<file path="config.mk">
export PLATFORM = sky130hd
export DESIGN_NAME = rsc_top
export DESIGN_NICKNAME = d
export VERILOG_FILES = /design/src/include/rsc_pkg.sv /design/src/logic/rsc_release_timer.sv /design/src/logic/rsc_strap_latch.sv /design/src/logic/rsc_top.sv
export VERILOG_INCLUDE_DIRS = /design/src /design/src/include
export SDC_FILE = /design/constraint.sdc
export NUM_CORES = 1
export LEC_CHECK = 0
export ABC_AREA = 1
export BUFFER_PORTS_ARGS = -buffer_cell sky130_fd_sc_hd__buf_2
export CORE_MARGIN = 8
export CORE_UTILIZATION = 50
export CTS_BUF_LIST = sky130_fd_sc_hd__clkbuf_8 sky130_fd_sc_hd__clkbuf_16
export DETAILED_ROUTE_END_ITERATION = 8
export PLACE_DENSITY = 0.91
export SYNTH_ARGS = -nofsm -noshare
export SYNTH_HDL_FRONTEND = slang
export SYNTH_SLANG_ARGS = --single-unit
</file>
<file path="constraint.sdc">
create_clock -name clock -period 3.8 [get_ports clock]
set_input_delay 0.19 -clock clock [delete_from_list [all_inputs] [get_ports clock]]
set_output_delay 0.19 -clock clock [all_outputs]
set_load 0.03 [all_outputs]
</file>
<file path="src/include/rsc_cfg.svh">
// Constants of the reset strap capture block
// Operation
// - Latch all straps when power-on reset ends
// - Capture four-bit boot mode for boot choice
// - Watchdog strap 0 disables, 1 enables
// - Strobe strap 0 active low, 1 high
// - Width strap 0 gives 16-bit, 1 8-bit
// - Hard reset line open drain, both ways
// - Release hard reset 521 clocks after power-on
`ifndef RSC_CFG_SVH
`define RSC_CFG_SVH

// Timing in input clock cycles, counter widths in bits
`define RSC_POR_MIN_CLKS     16
`define RSC_HRST_DELAY_CLKS  521
`define RSC_TIMER_W          10
`define RSC_POR_CNT_W        5

// Bus geometry
`define RSC_ADDR_W           4
`define RSC_DATA_W           32

// Register byte offsets
`define RSC_STATUS_OFS       4'h0
`define RSC_CONTROL_OFS      4'h4
`define RSC_TIMER_OFS        4'h8

// Status fields
`define RSC_ST_VALID         0
`define RSC_ST_DRIVING       1
`define RSC_ST_LINE_LOW      2
`define RSC_ST_SHORT_POR     3
`define RSC_ST_EXT_SEEN      4
`define RSC_ST_BOOT_LSB      8
`define RSC_ST_WDT           12
`define RSC_ST_STROBE_HI     13
`define RSC_ST_BYTE_MODE     14

// Control fields
`define RSC_CT_SW_HARD_RESET_IO     0
`define RSC_CT_CLR_EXT       1
`define RSC_CT_CLR_SHORT     2

// Reset values
`define RSC_CONTROL_RST      1'h0
`define RSC_BOOT_RST         4'h0

`endif

</file>
<file path="src/include/rsc_pkg.sv">
// Types of the reset strap capture block
package rsc_pkg;

	// Phase of the power-on sequence
	typedef enum logic [1:0] {
		RSC_PH_IN_POR,
		RSC_PH_COUNT,
		RSC_PH_RUN
	} rsc_phase_t;

	// Boot mode selector value
	typedef logic [3:0] rsc_boot_mode_t;

endpackage

</file>
<file path="src/logic/rsc_release_timer.sv">
// Countdown that holds the hard reset line after power-on release
`timescale 1ns/1ps
`include "rsc_cfg.svh"
module rsc_release_timer
#(
	parameter int unsigned DELAY = `RSC_HRST_DELAY_CLKS,
	parameter int unsigned CW    = `RSC_TIMER_W
)
(
	// Clock and reset
	input  wire logic          clock,
	input  wire logic          reset,
	// Control
	input  wire logic          start,
	input  wire logic          hold,
	// State
	output logic [CW-1:0] count,
	output logic          running,
	output logic          drive
);

	logic [CW-1:0] next_count;
	logic          next_running;
	logic          next_drive;

	// Load on start, count down, drop the drive at zero
	always_comb
	begin
		next_count   = count;
		next_running = running;
		if (start)
		begin
			next_count   = CW'(DELAY - 1);
			next_running = 1'b1;
		end
		else if (running)
		begin
			if (count == '0)
				next_running = 1'b0;
			else
				next_count = count - CW'(1);
		end
		next_drive = hold | start | (running & (count != '0));
	end

	// State registers, line driven from reset
	always_ff @(posedge clock)
	begin
		if (reset)
		begin
			count   <= '0;
			running <= 1'b0;
			drive   <= 1'b1;
		end
		else
		begin
			count   <= next_count;
			running <= next_running;
			drive   <= next_drive;
		end
	end

endmodule

</file>
<file path="src/logic/rsc_strap_latch.sv">
// Holding register for the captured configuration straps
`timescale 1ns/1ps
`include "rsc_cfg.svh"
module rsc_strap_latch
(
	// Clock and reset
	input  wire logic                    clock,
	input  wire logic                    reset,
	// Capture strobe and strap levels
	input  wire logic                    capture,
	input  wire rsc_pkg::rsc_boot_mode_t boot_in,
	input  wire logic                    wdt_in,
	input  wire logic                    strobe_in,
	input  wire logic                    byte_in,
	// Held configuration
	output rsc_pkg::rsc_boot_mode_t      boot_mode,
	output logic                         wdt_enable,
	output logic                         strobe_high,
	output logic                         port_16bit,
	output logic                         valid
);

	rsc_pkg::rsc_boot_mode_t next_boot_mode;
	logic                    next_wdt_enable;
	logic                    next_strobe_high;
	logic                    next_port_16bit;
	logic                    next_valid;

	// Take new levels only on the capture strobe
	always_comb
	begin
		next_boot_mode   = boot_mode;
		next_wdt_enable  = wdt_enable;
		next_strobe_high = strobe_high;
		next_port_16bit  = port_16bit;
		next_valid       = valid;
		if (capture)
		begin
			next_boot_mode   = boot_in;
			next_wdt_enable  = wdt_in;
			next_strobe_high = strobe_in;
			next_port_16bit  = ~byte_in;
			next_valid       = 1'b1;
		end
	end

	// Configuration registers
	always_ff @(posedge clock)
	begin
		if (reset)
		begin
			boot_mode   <= `RSC_BOOT_RST;
			wdt_enable  <= 1'b0;
			strobe_high <= 1'b0;
			port_16bit  <= 1'b0;
			valid       <= 1'b0;
		end
		else
		begin
			boot_mode   <= next_boot_mode;
			wdt_enable  <= next_wdt_enable;
			strobe_high <= next_strobe_high;
			port_16bit  <= next_port_16bit;
			valid       <= next_valid;
		end
	end

endmodule

</file>
<file path="src/logic/rsc_top.sv">
// Reset strap capture, hard reset sequencing and register slave
//
// The implementer's own choices: the Avalon-MM interface to the registers and the address map.
`timescale 1ns/1ps
`include "rsc_cfg.svh"
module rsc_top
#(
	parameter int unsigned HRST_DELAY = `RSC_HRST_DELAY_CLKS,
	parameter int unsigned POR_MIN    = `RSC_POR_MIN_CLKS
)
(
	// Clock and reset
	input  wire logic                    clock,
	input  wire logic                    reset,
	// Power-on reset from the board
	input  wire logic                    power_on_reset_in_n,
	// Configuration straps
	input  wire logic [3:0]              boot_mode_sel,
	input  wire logic                    watchdog_enable_strap,
	input  wire logic                    host_strobe_polarity,
	input  wire logic                    host_port_byte_mode,
	// Open-drain hard reset line
	input  wire logic                    hard_reset_io_in_n,
	output logic                         hard_reset_io_out_n,
	output logic                         hard_reset_io_oe,
	// Configuration to the device
	output rsc_pkg::rsc_boot_mode_t      cfg_boot_mode,
	output logic                         watchdog_enable,
	output logic                         host_strobe_active_high,
	output logic                         host_port_16bit,
	output logic                         config_valid,
	output logic                         core_in_reset,
	// Avalon-MM slave
	input  wire logic [`RSC_ADDR_W-1:0]  avs_address,
	input  wire logic                    avs_read,
	input  wire logic                    avs_write,
	input  wire logic [`RSC_DATA_W-1:0]  avs_writedata,
	input  wire logic [3:0]              avs_byteenable,
	output logic [`RSC_DATA_W-1:0]       avs_readdata,
	output logic                         avs_waitrequest
);

	////////////////////////////////////////////////////////////////////////////
	// Declarations

	localparam int unsigned TW = `RSC_TIMER_W;
	localparam int unsigned PW = `RSC_POR_CNT_W;

	rsc_pkg::rsc_phase_t      phase;
	rsc_pkg::rsc_phase_t      next_phase;
	logic                     por_prev;
	logic                     por_rise;
	logic [PW-1:0]            por_low_cnt;
	logic [PW-1:0]            next_por_low_cnt;
	logic                     short_por;
	logic                     next_short_por;
	logic                     ext_seen;
	logic                     next_ext_seen;
	logic                     sw_hard_reset_io;
	logic                     next_sw_hard_reset_io;
	logic                     next_core_in_reset;
	logic                     tmr_hold;
	logic [TW-1:0]            tmr_count;
	logic                     tmr_running;
	logic                     next_waitrequest;
	logic [`RSC_DATA_W-1:0]   next_readdata;
	logic                     wr_take;
	logic                     ctl_write;
	logic [`RSC_DATA_W-1:0]   status_word;

	// Byte address matches a register word
	function automatic logic rsc_hit(input logic [`RSC_ADDR_W-1:0] addr,
		input logic [`RSC_ADDR_W-1:0] ofs);
		rsc_hit = (addr[`RSC_ADDR_W-1:2] == ofs[`RSC_ADDR_W-1:2]);
	endfunction

	////////////////////////////////////////////////////////////////////////////
	// Power-on reset edge

	// Rising edge ends the power-on reset
	assign por_rise = power_on_reset_in_n & ~por_prev;

	// Previous level, low after reset so a high level is caught
	always_ff @(posedge clock)
	begin
		if (reset)
			por_prev <= 1'b0;
		else
			por_prev <= power_on_reset_in_n;
	end

	////////////////////////////////////////////////////////////////////////////
	// Phase and short pulse check

	// Track phase, measure the low width of power-on reset
	always_comb
	begin
		next_phase       = phase;
		next_por_low_cnt = por_low_cnt;
		next_short_por   = short_por;
		unique case (phase)
			rsc_pkg::RSC_PH_IN_POR:
				if (por_rise)
					next_phase = rsc_pkg::RSC_PH_COUNT;
			rsc_pkg::RSC_PH_COUNT:
				if (!power_on_reset_in_n)
					next_phase = rsc_pkg::RSC_PH_IN_POR;
				else if (!tmr_running)
					next_phase = rsc_pkg::RSC_PH_RUN;
			rsc_pkg::RSC_PH_RUN:
				if (!power_on_reset_in_n)
					next_phase = rsc_pkg::RSC_PH_IN_POR;
		endcase
		if (!power_on_reset_in_n)
		begin
			if (por_low_cnt != '1)
				next_por_low_cnt = por_low_cnt + PW'(1);
		end
		else
			next_por_low_cnt = '0;
		if (wr_take && rsc_hit(avs_address, `RSC_CONTROL_OFS)
			&& avs_byteenable[0] && avs_writedata[`RSC_CT_CLR_SHORT])
			next_short_por = 1'b0;
		// A release straight out of block reset counted no low cycles: not a pulse
		if (por_rise && (por_low_cnt != '0) && (por_low_cnt < PW'(POR_MIN)))
			next_short_por = 1'b1;
	end

	// Phase registers
	always_ff @(posedge clock)
	begin
		if (reset)
		begin
			phase       <= rsc_pkg::RSC_PH_IN_POR;
			por_low_cnt <= '0;
			short_por   <= 1'b0;
		end
		else
		begin
			phase       <= next_phase;
			por_low_cnt <= next_por_low_cnt;
			short_por   <= next_short_por;
		end
	end

	////////////////////////////////////////////////////////////////////////////
	// Strap capture

	// Straps taken on the power-on release edge only
	rsc_strap_latch u_straps
	(
		.clock       (clock),
		.reset       (reset),
		.capture     (por_rise),
		.boot_in     (boot_mode_sel),
		.wdt_in      (watchdog_enable_strap),
		.strobe_in   (host_strobe_polarity),
		.byte_in     (host_port_byte_mode),
		.boot_mode   (cfg_boot_mode),
		.wdt_enable  (watchdog_enable),
		.strobe_high (host_strobe_active_high),
		.port_16bit  (host_port_16bit),
		.valid       (config_valid)
	);

	////////////////////////////////////////////////////////////////////////////
	// Hard reset line

	// Held low during power-on reset and on software request
	assign tmr_hold = ~power_on_reset_in_n | sw_hard_reset_io;

	// Release countdown after power-on reset ends
	rsc_release_timer
	#(
		.DELAY (HRST_DELAY),
		.CW    (TW)
	)
	u_timer
	(
		.clock   (clock),
		.reset   (reset),
		.start   (por_rise),
		.hold    (tmr_hold),
		.count   (tmr_count),
		.running (tmr_running),
		.drive   (hard_reset_io_oe)
	);

	// Line is only ever pulled low, never driven high
	assign hard_reset_io_out_n = 1'b0;

	// Line level seen by the core, from anyone pulling it
	always_comb
	begin
		next_core_in_reset = ~hard_reset_io_in_n;
		next_ext_seen      = ext_seen;
		if (ctl_write && avs_writedata[`RSC_CT_CLR_EXT])
			next_ext_seen = 1'b0;
		if (!hard_reset_io_in_n && !hard_reset_io_oe)
			next_ext_seen = 1'b1;
	end

	// Line monitor registers
	always_ff @(posedge clock)
	begin
		if (reset)
		begin
			core_in_reset <= 1'b0;
			ext_seen      <= 1'b0;
		end
		else
		begin
			core_in_reset <= next_core_in_reset;
			ext_seen      <= next_ext_seen;
		end
	end

	////////////////////////////////////////////////////////////////////////////
	// Register slave

	// Status word of the block
	always_comb
	begin
		status_word                                  = '0;
		status_word[`RSC_ST_VALID]                   = config_valid;
		status_word[`RSC_ST_DRIVING]                 = hard_reset_io_oe;
		status_word[`RSC_ST_LINE_LOW]                = core_in_reset;
		status_word[`RSC_ST_SHORT_POR]               = short_por;
		status_word[`RSC_ST_EXT_SEEN]                = ext_seen;
		status_word[`RSC_ST_BOOT_LSB+3:`RSC_ST_BOOT_LSB] = cfg_boot_mode;
		status_word[`RSC_ST_WDT]                     = watchdog_enable;
		status_word[`RSC_ST_STROBE_HI]               = host_strobe_active_high;
		status_word[`RSC_ST_BYTE_MODE]               = ~host_port_16bit;
	end

	// Write completes at the edge that sees waitrequest low
	assign wr_take   = avs_write & ~avs_waitrequest;
	assign ctl_write = wr_take & rsc_hit(avs_address, `RSC_CONTROL_OFS) & avs_byteenable[0];

	// One wait cycle, then answer; unmapped reads give zero
	always_comb
	begin
		next_waitrequest = 1'b1;
		next_readdata    = avs_readdata;
		next_sw_hard_reset_io   = sw_hard_reset_io;
		if ((avs_read || avs_write) && avs_waitrequest)
			next_waitrequest = 1'b0;
		if (avs_read && avs_waitrequest)
		begin
			if (rsc_hit(avs_address, `RSC_STATUS_OFS))
				next_readdata = status_word;
			else if (rsc_hit(avs_address, `RSC_CONTROL_OFS))
				next_readdata = {31'h0, sw_hard_reset_io};
			else if (rsc_hit(avs_address, `RSC_TIMER_OFS))
				next_readdata = {{(`RSC_DATA_W-TW){1'b0}}, tmr_count};
			else
				next_readdata = '0;
		end
		if (ctl_write)
			next_sw_hard_reset_io = avs_writedata[`RSC_CT_SW_HARD_RESET_IO];
	end

	// Bus registers
	always_ff @(posedge clock)
	begin
		if (reset)
		begin
			avs_waitrequest <= 1'b1;
			avs_readdata    <= '0;
			sw_hard_reset_io       <= `RSC_CONTROL_RST;
		end
		else
		begin
			avs_waitrequest <= next_waitrequest;
			avs_readdata    <= next_readdata;
			sw_hard_reset_io       <= next_sw_hard_reset_io;
		end
	end

	////////////////////////////////////////////////////////////////////////////
	// Checks

	localparam int CHK_RELEASE = HRST_DELAY;

	logic [TW-1:0] chk_since;
	logic          chk_armed;

	// Cycles since the last power-on release
	always_ff @(posedge clock)
	begin
		if (reset)
		begin
			chk_since <= '0;
			chk_armed <= 1'b0;
		end
		else if (por_rise)
		begin
			chk_since <= '0;
			chk_armed <= 1'b1;
		end
		else if (!power_on_reset_in_n)
			chk_armed <= 1'b0;
		else if (chk_since != '1)
			chk_since <= chk_since + TW'(1);
	end
endmodule

</file>
-- Yosys cells after proc, flatten, opt, wreduce, memory -nomap -nowiden
Cells that the tools add are included.
- latch bits: 0
- register bits: 63
- logic and storage cells: 76
- output and inout port bits: 44
- memory bits (read-only): 0
- bits of input ports: 53
- bits in writable memories: 0
- memories kept: 0
- $mul: 0
- divide/modulo/power cells: 0
- shift-type cells: 0
- order comparisons: 1
- add/sub/neg operators: 2
- reduce and logical (&&, ||, !) cells: 23
- mux-type cells: 14
- equality and inequality tests: 4
- bitwise gates (word level): 15
- operators with widths (cell ; number):
    $mux W10 ; 5
    $mux W15 ; 1
    $logic_not A10 Y1 ; 1
    $reduce_bool A10 Y1 ; 1
    $sub A10 B1 Y10 const B ; 1
    $logic_and A1 B1 Y1 ; 9
    $mux W1 ; 8
    $not A1 Y1 ; 7
    $reduce_bool A2 Y1 ; 3
    $add A5 B1 Y5 const B ; 1
    $and A1 B1 Y1 ; 5
    $lt A5 B5 Y1 const B ; 1
    $ne A5 B5 Y1 const B ; 1
    $reduce_bool A5 Y1 ; 1
    $reduce_and A2 Y1 ; 2
    $reduce_or A2 Y1 ; 2
    $or A1 B1 Y1 ; 3
    $eq A2 B1 Y1 const B ; 1
    $eq A2 B2 Y1 const B ; 1
    $logic_not A1 Y1 ; 2
    $logic_not A2 Y1 ; 1
    $ne A2 B2 Y1 const B ; 1
    $logic_or A1 B1 Y1 ; 1

-- Logic depth before layout (Yosys ltp)
- depth in word-level cells: 7
- gate-level depth with buffers: 10

-- By module
From an unflattened synthesis, not the netlist that was laid out.
- cells, all modules: 313
- area, all modules: 2233.4 µm²
- by module, submodules not included (module ; area an instance (µm²) ; sequential area each (µm²) ; times used ; cells each):
    rsc_top ; 1241.2 ; 520.5 ; 1 ; 169
    rsc_release_timer ; 681.9 ; 240.2 ; 1 ; 98
    rsc_strap_latch ; 310.3 ; 160.2 ; 1 ; 46

-- Worst setup path after synthesis
No wires, ideal clock.
- path type: register to register
- start point: register por_low_cnt[0]
- end point: register por_low_cnt[3]
- path buffers: 0
- cell stages (with the launch flop): 10
- arrival: 1.293 ns
- clock period less this slack: 1.416 ns
- path slack: 2.384 ns
- required time: 3.677 ns
- library setup time: 0.123 ns
- path through: dfxtp_1 -> ha_1 -> inv_1 -> nor3_1 -> ha_1 -> inv_1 -> nand2_1 -> inv_1 -> a31oi_1 -> nor3_1
- longest elaborated chain between the ends: 1
- elaborated cells on any way between the ends: 2
- classes of those cells: add/sub (1); eq/ne (1)
- RTL lines (item ; line ; text):
    from (decl) ; rsc_top.sv:53 ; logic [PW-1:0] por_low_cnt;
    from (signal assigned) ; rsc_top.sv:141 ; por_low_cnt <= next_por_low_cnt;
    $add A5 B1 Y5 / $ne A5 B5 Y1 (equally long branches) ; rsc_top.sv:117, rsc_top.sv:116 ;
Several ways; a longest one is shown, not always the timed one.
A chain may end at the register's enable or synchronous reset.

-- Worst setup path in the final report
- start point: register avs_waitrequest
- end point: register avs_readdata[8]
- longest elaborated chain between the ends: 1
- RTL lines (item ; line ; text):
    from (decl) ; rsc_top.sv:40 ; output logic avs_waitrequest
    from (signal assigned) ; rsc_top.sv:274 ; avs_waitrequest <= next_waitrequest;
    $logic_and A1 B1 Y1 ; rsc_top.sv:248 ; if (avs_read && avs_waitrequest)
    to (signal assigned) ; rsc_top.sv:275 ; avs_readdata <= next_readdata;
    to (decl) ; rsc_top.sv:39 ; output logic [`RSC_DATA_W-1:0] avs_readdata,
Every way passes these cells.

==> impl_metrics.ini <==
[status]
outcome = finished clean

[clock_network]
cts_buffers = 5
cts.sinks = 46
cts_hold_buf = 0
cts_resized = 0
clkTransAtPathRegs_ns = 0.08
clockBufferDepth = 2
cts_tree = yes
cts-root-buf = clkbuf_8
h-tree-depth = 2
clkLatencyLatePin_ns = 0.30
post-cts-setup-buffers = 0

[detailed_routing]
routed_via_density = 4.98
wl_mm = 4.92
num_vias = 1946
antenna_left = 0
drtIter0Drc = 116
wl_per_cell_um = 12.6
dr.pass1.iters = 4
drc = 0

[setup_path]
path_class = flip-flop to flip-flop
worstPathMaxFanout = 17
required_ns = 4.03
crit_path_start_kind = flip-flop
startpoint = avs_waitrequest
r2r-start = avs_waitrequest
cp.arrival_ns = 1.83
cp-end-kind = flip-flop

[logic_synthesis]
synth_top_cell_by_area = dfxtp_1
synthFlopType = dfxtp_1
syn_inst = 293
yosysWarnings = 0
yosysUniqueCellTypes = 35
synth_edf_count = 0
yosys-top-cells-area = dfxtp_1 42%, nand2_1 10%, nor2_1 6.4%, buf_4 6.2%, inv_1 5.2%
syn_area_sq_mm = 0.00218
synthArstFlopShare = 0
yosysTopAreaCellShare = 0.422
ys_seq_area_frac = 0.422
avgSynthCellArea_sq_um = 7.45
ys_ff_latch = 46

[sta]
setup_tns_ns = 0
hold_slack_ns = 0.0534
rsz0062_at_grt = no
period_needed_ns = 1.60
finalHoldViolations = 0
worst_slew_margin_rel = 0.596
fmax_ghz = 0.623
skew_ns = 0.00686
slew_violations = 0
finalCritPeriodShare = 0.422
setup_violations = 0
worst_pin_slew_ns = 0.604

[global_routing]
grt_util_all_layers = 0.153
grt_pass1_wl_mm = 8.18
grt_max_degree = 23
grt-busiest-layer = met2
grt_use_met3 = 0.0460
antenna_found_initial = 0
overflow = 0
grtUsageMet2 = 0.275
grt_pass1_vias = 1954
use_met1 = 0.160

[floorplan]
initial_core_util = 0.508
core.rowCount = 24
die_x_um = 82.1
die_y_um = 82.1
die-area_sq_mm = 0.00673
ios = 97
core_area_sq_mm = 0.00429

[finish]
antenna_cells = 0
drive_above_1_share = 0.204
area_growth_pct = 12.9
nNetsFinal = 396
utilization = 0.574

[placed_design]
io_buffers = 44
hpwl_mm = 3.76
place_congestion = 0.863

[power]
leakagePower_nw = 1.18
vdd_drop_max_v = 0.000281
p_per_area_mw_per_mm2 = 431

[hold_path]
min_from = hard_reset_io_in_n
hold_path_class = input pin to flip-flop

[flow_run]
cap_violations = 0
layout by cell type (no fill, tap or decap), types with 3 or more instances in the layout:
cell / Yosys / final
nand2_1: 60 / 60
dfxtp_1: 46 / 46
buf_2: 1 / 44
nor2_1: 37 / 37
inv_1: 30 / 31
a21oi_1: 21 / 21
conb_1: 1 / 18
o21ai_0: 13 / 13
nand3_1: 10 / 10
nor3_1: 7 / 7
clkbuf_8: 0 / 6
xor2_1: 5 / 5
a31oi_1: 5 / 5
ha_1: 5 / 5
inv_2: 3 / 3
nand2_2: 3 / 3
nand4_1: 3 / 3
cell type report:
| class | instances | area [sq um] |
|---|---|---|
| clock buffers | 6 | 82.6 |
| clock inverters | 2 | 8.76 |
| fillers | 390 | 1830 |
| inverters | 34 | 128 |
| multi-input cells | 206 | 1030 |
| flip-flops and latches | 46 | 921 |
| well taps | 52 | 65.1 |
| repair buffers | 45 | 228 |
cells by family (layout without fill, tap and decap cells):
family                   Yosys count  count (layout)  synth area share
flip-flops                        46              46             0.422
AND/OR/NAND/NOR                  130             130             0.268
AO/OA/AOI/OAI                     48              48             0.124
XOR/XNOR                           5               5            0.0201
buffers and inverters             58              87             0.135
other                              1              18           0.00172
adder cells (fa/ha/maj)            5               5            0.0287
layer usage:
layer	vias up	routed length [um]
li1	991	-
met4	0	95
met5	-	0
met1	889	2050
met2	56	2420
met3	10	350
flip-flops by register name, summed over array words and instances (netlist names):
name                  count
u_timer.count            10
ext_seen                  1
u_timer.running           1
u_straps.wdt_enable       1
sw_hard_reset_io          1
u_timer.drive             1
por_low_cnt               5
core_in_reset             1
por_prev                  1
u_straps.strobe_high      1
avs_waitrequest           1
short_por                 1
u_straps.port_16bit       1
avs_readdata             15
u_straps.boot_mode        4
u_straps.valid            1
where the power goes:
part,switching (W),internal [W]
sequential,0.0000196,0.000507
combinational,0.000163,0.0000717
clock,0.000156,0.000144
total,0.000339,0.000722
path summary, 6_finish.rpt:
| path | to | slack [ns] | cells after the start |
|---|---|---|---|
| hold reg to reg | u_timer.drive | 0.43 | 1 |
| setup / recovery | avs_readdata[8] | 2.20 | 4 |
| hold / removal | core_in_reset | 0.05 | 2 |
| setup reg to reg | avs_readdata[8] | 2.20 | 4 |
critical path, stage by stage, from the launching register on:
cell and delay, ns:
dfxtp_1 0.38, nand2_1 0.38, nor2_2 0.47, nand2_1 0.11, a31oi_1 0.18
synth_stat cells (2+ instances only):
master    number
buf_4         18
nor2_2         2
nand2_4        2
nand2_1       60
clkbuf_1       3
nand3_2        2
xor2_1         5
dfxtp_1       46
nor2_1        37
a21oi_1       21
o22ai_1        2
inv_2          3
nor3_1         7
a211oi_1       2
inv_1         30
a31oi_1        5
nand2_2        3
ha_1           5
o21ai_0       13
nand4_1        3
nand3_1       10
stage by stage:
| step | total power [W] | worst slack, ns | cells | instance area (sq um) |
|---|---|---|---|---|
| final | 0.00106 | 2.20 | 391 | 2460 |
| after global routing | 0.00112 | 2.05 | 391 | 2460 |
| after CTS | 0.00106 | 2.15 | 391 | 2460 |
| after detailed placement | 0.000771 | 2.19 | 383 | 2370 |
| after global placement | 0.000764 | 2.23 | 383 | 2370 |
| after floorplan | 0.000734 | 2.38 | 310 | 2250 |
Power figures use the tool's default switching activity.
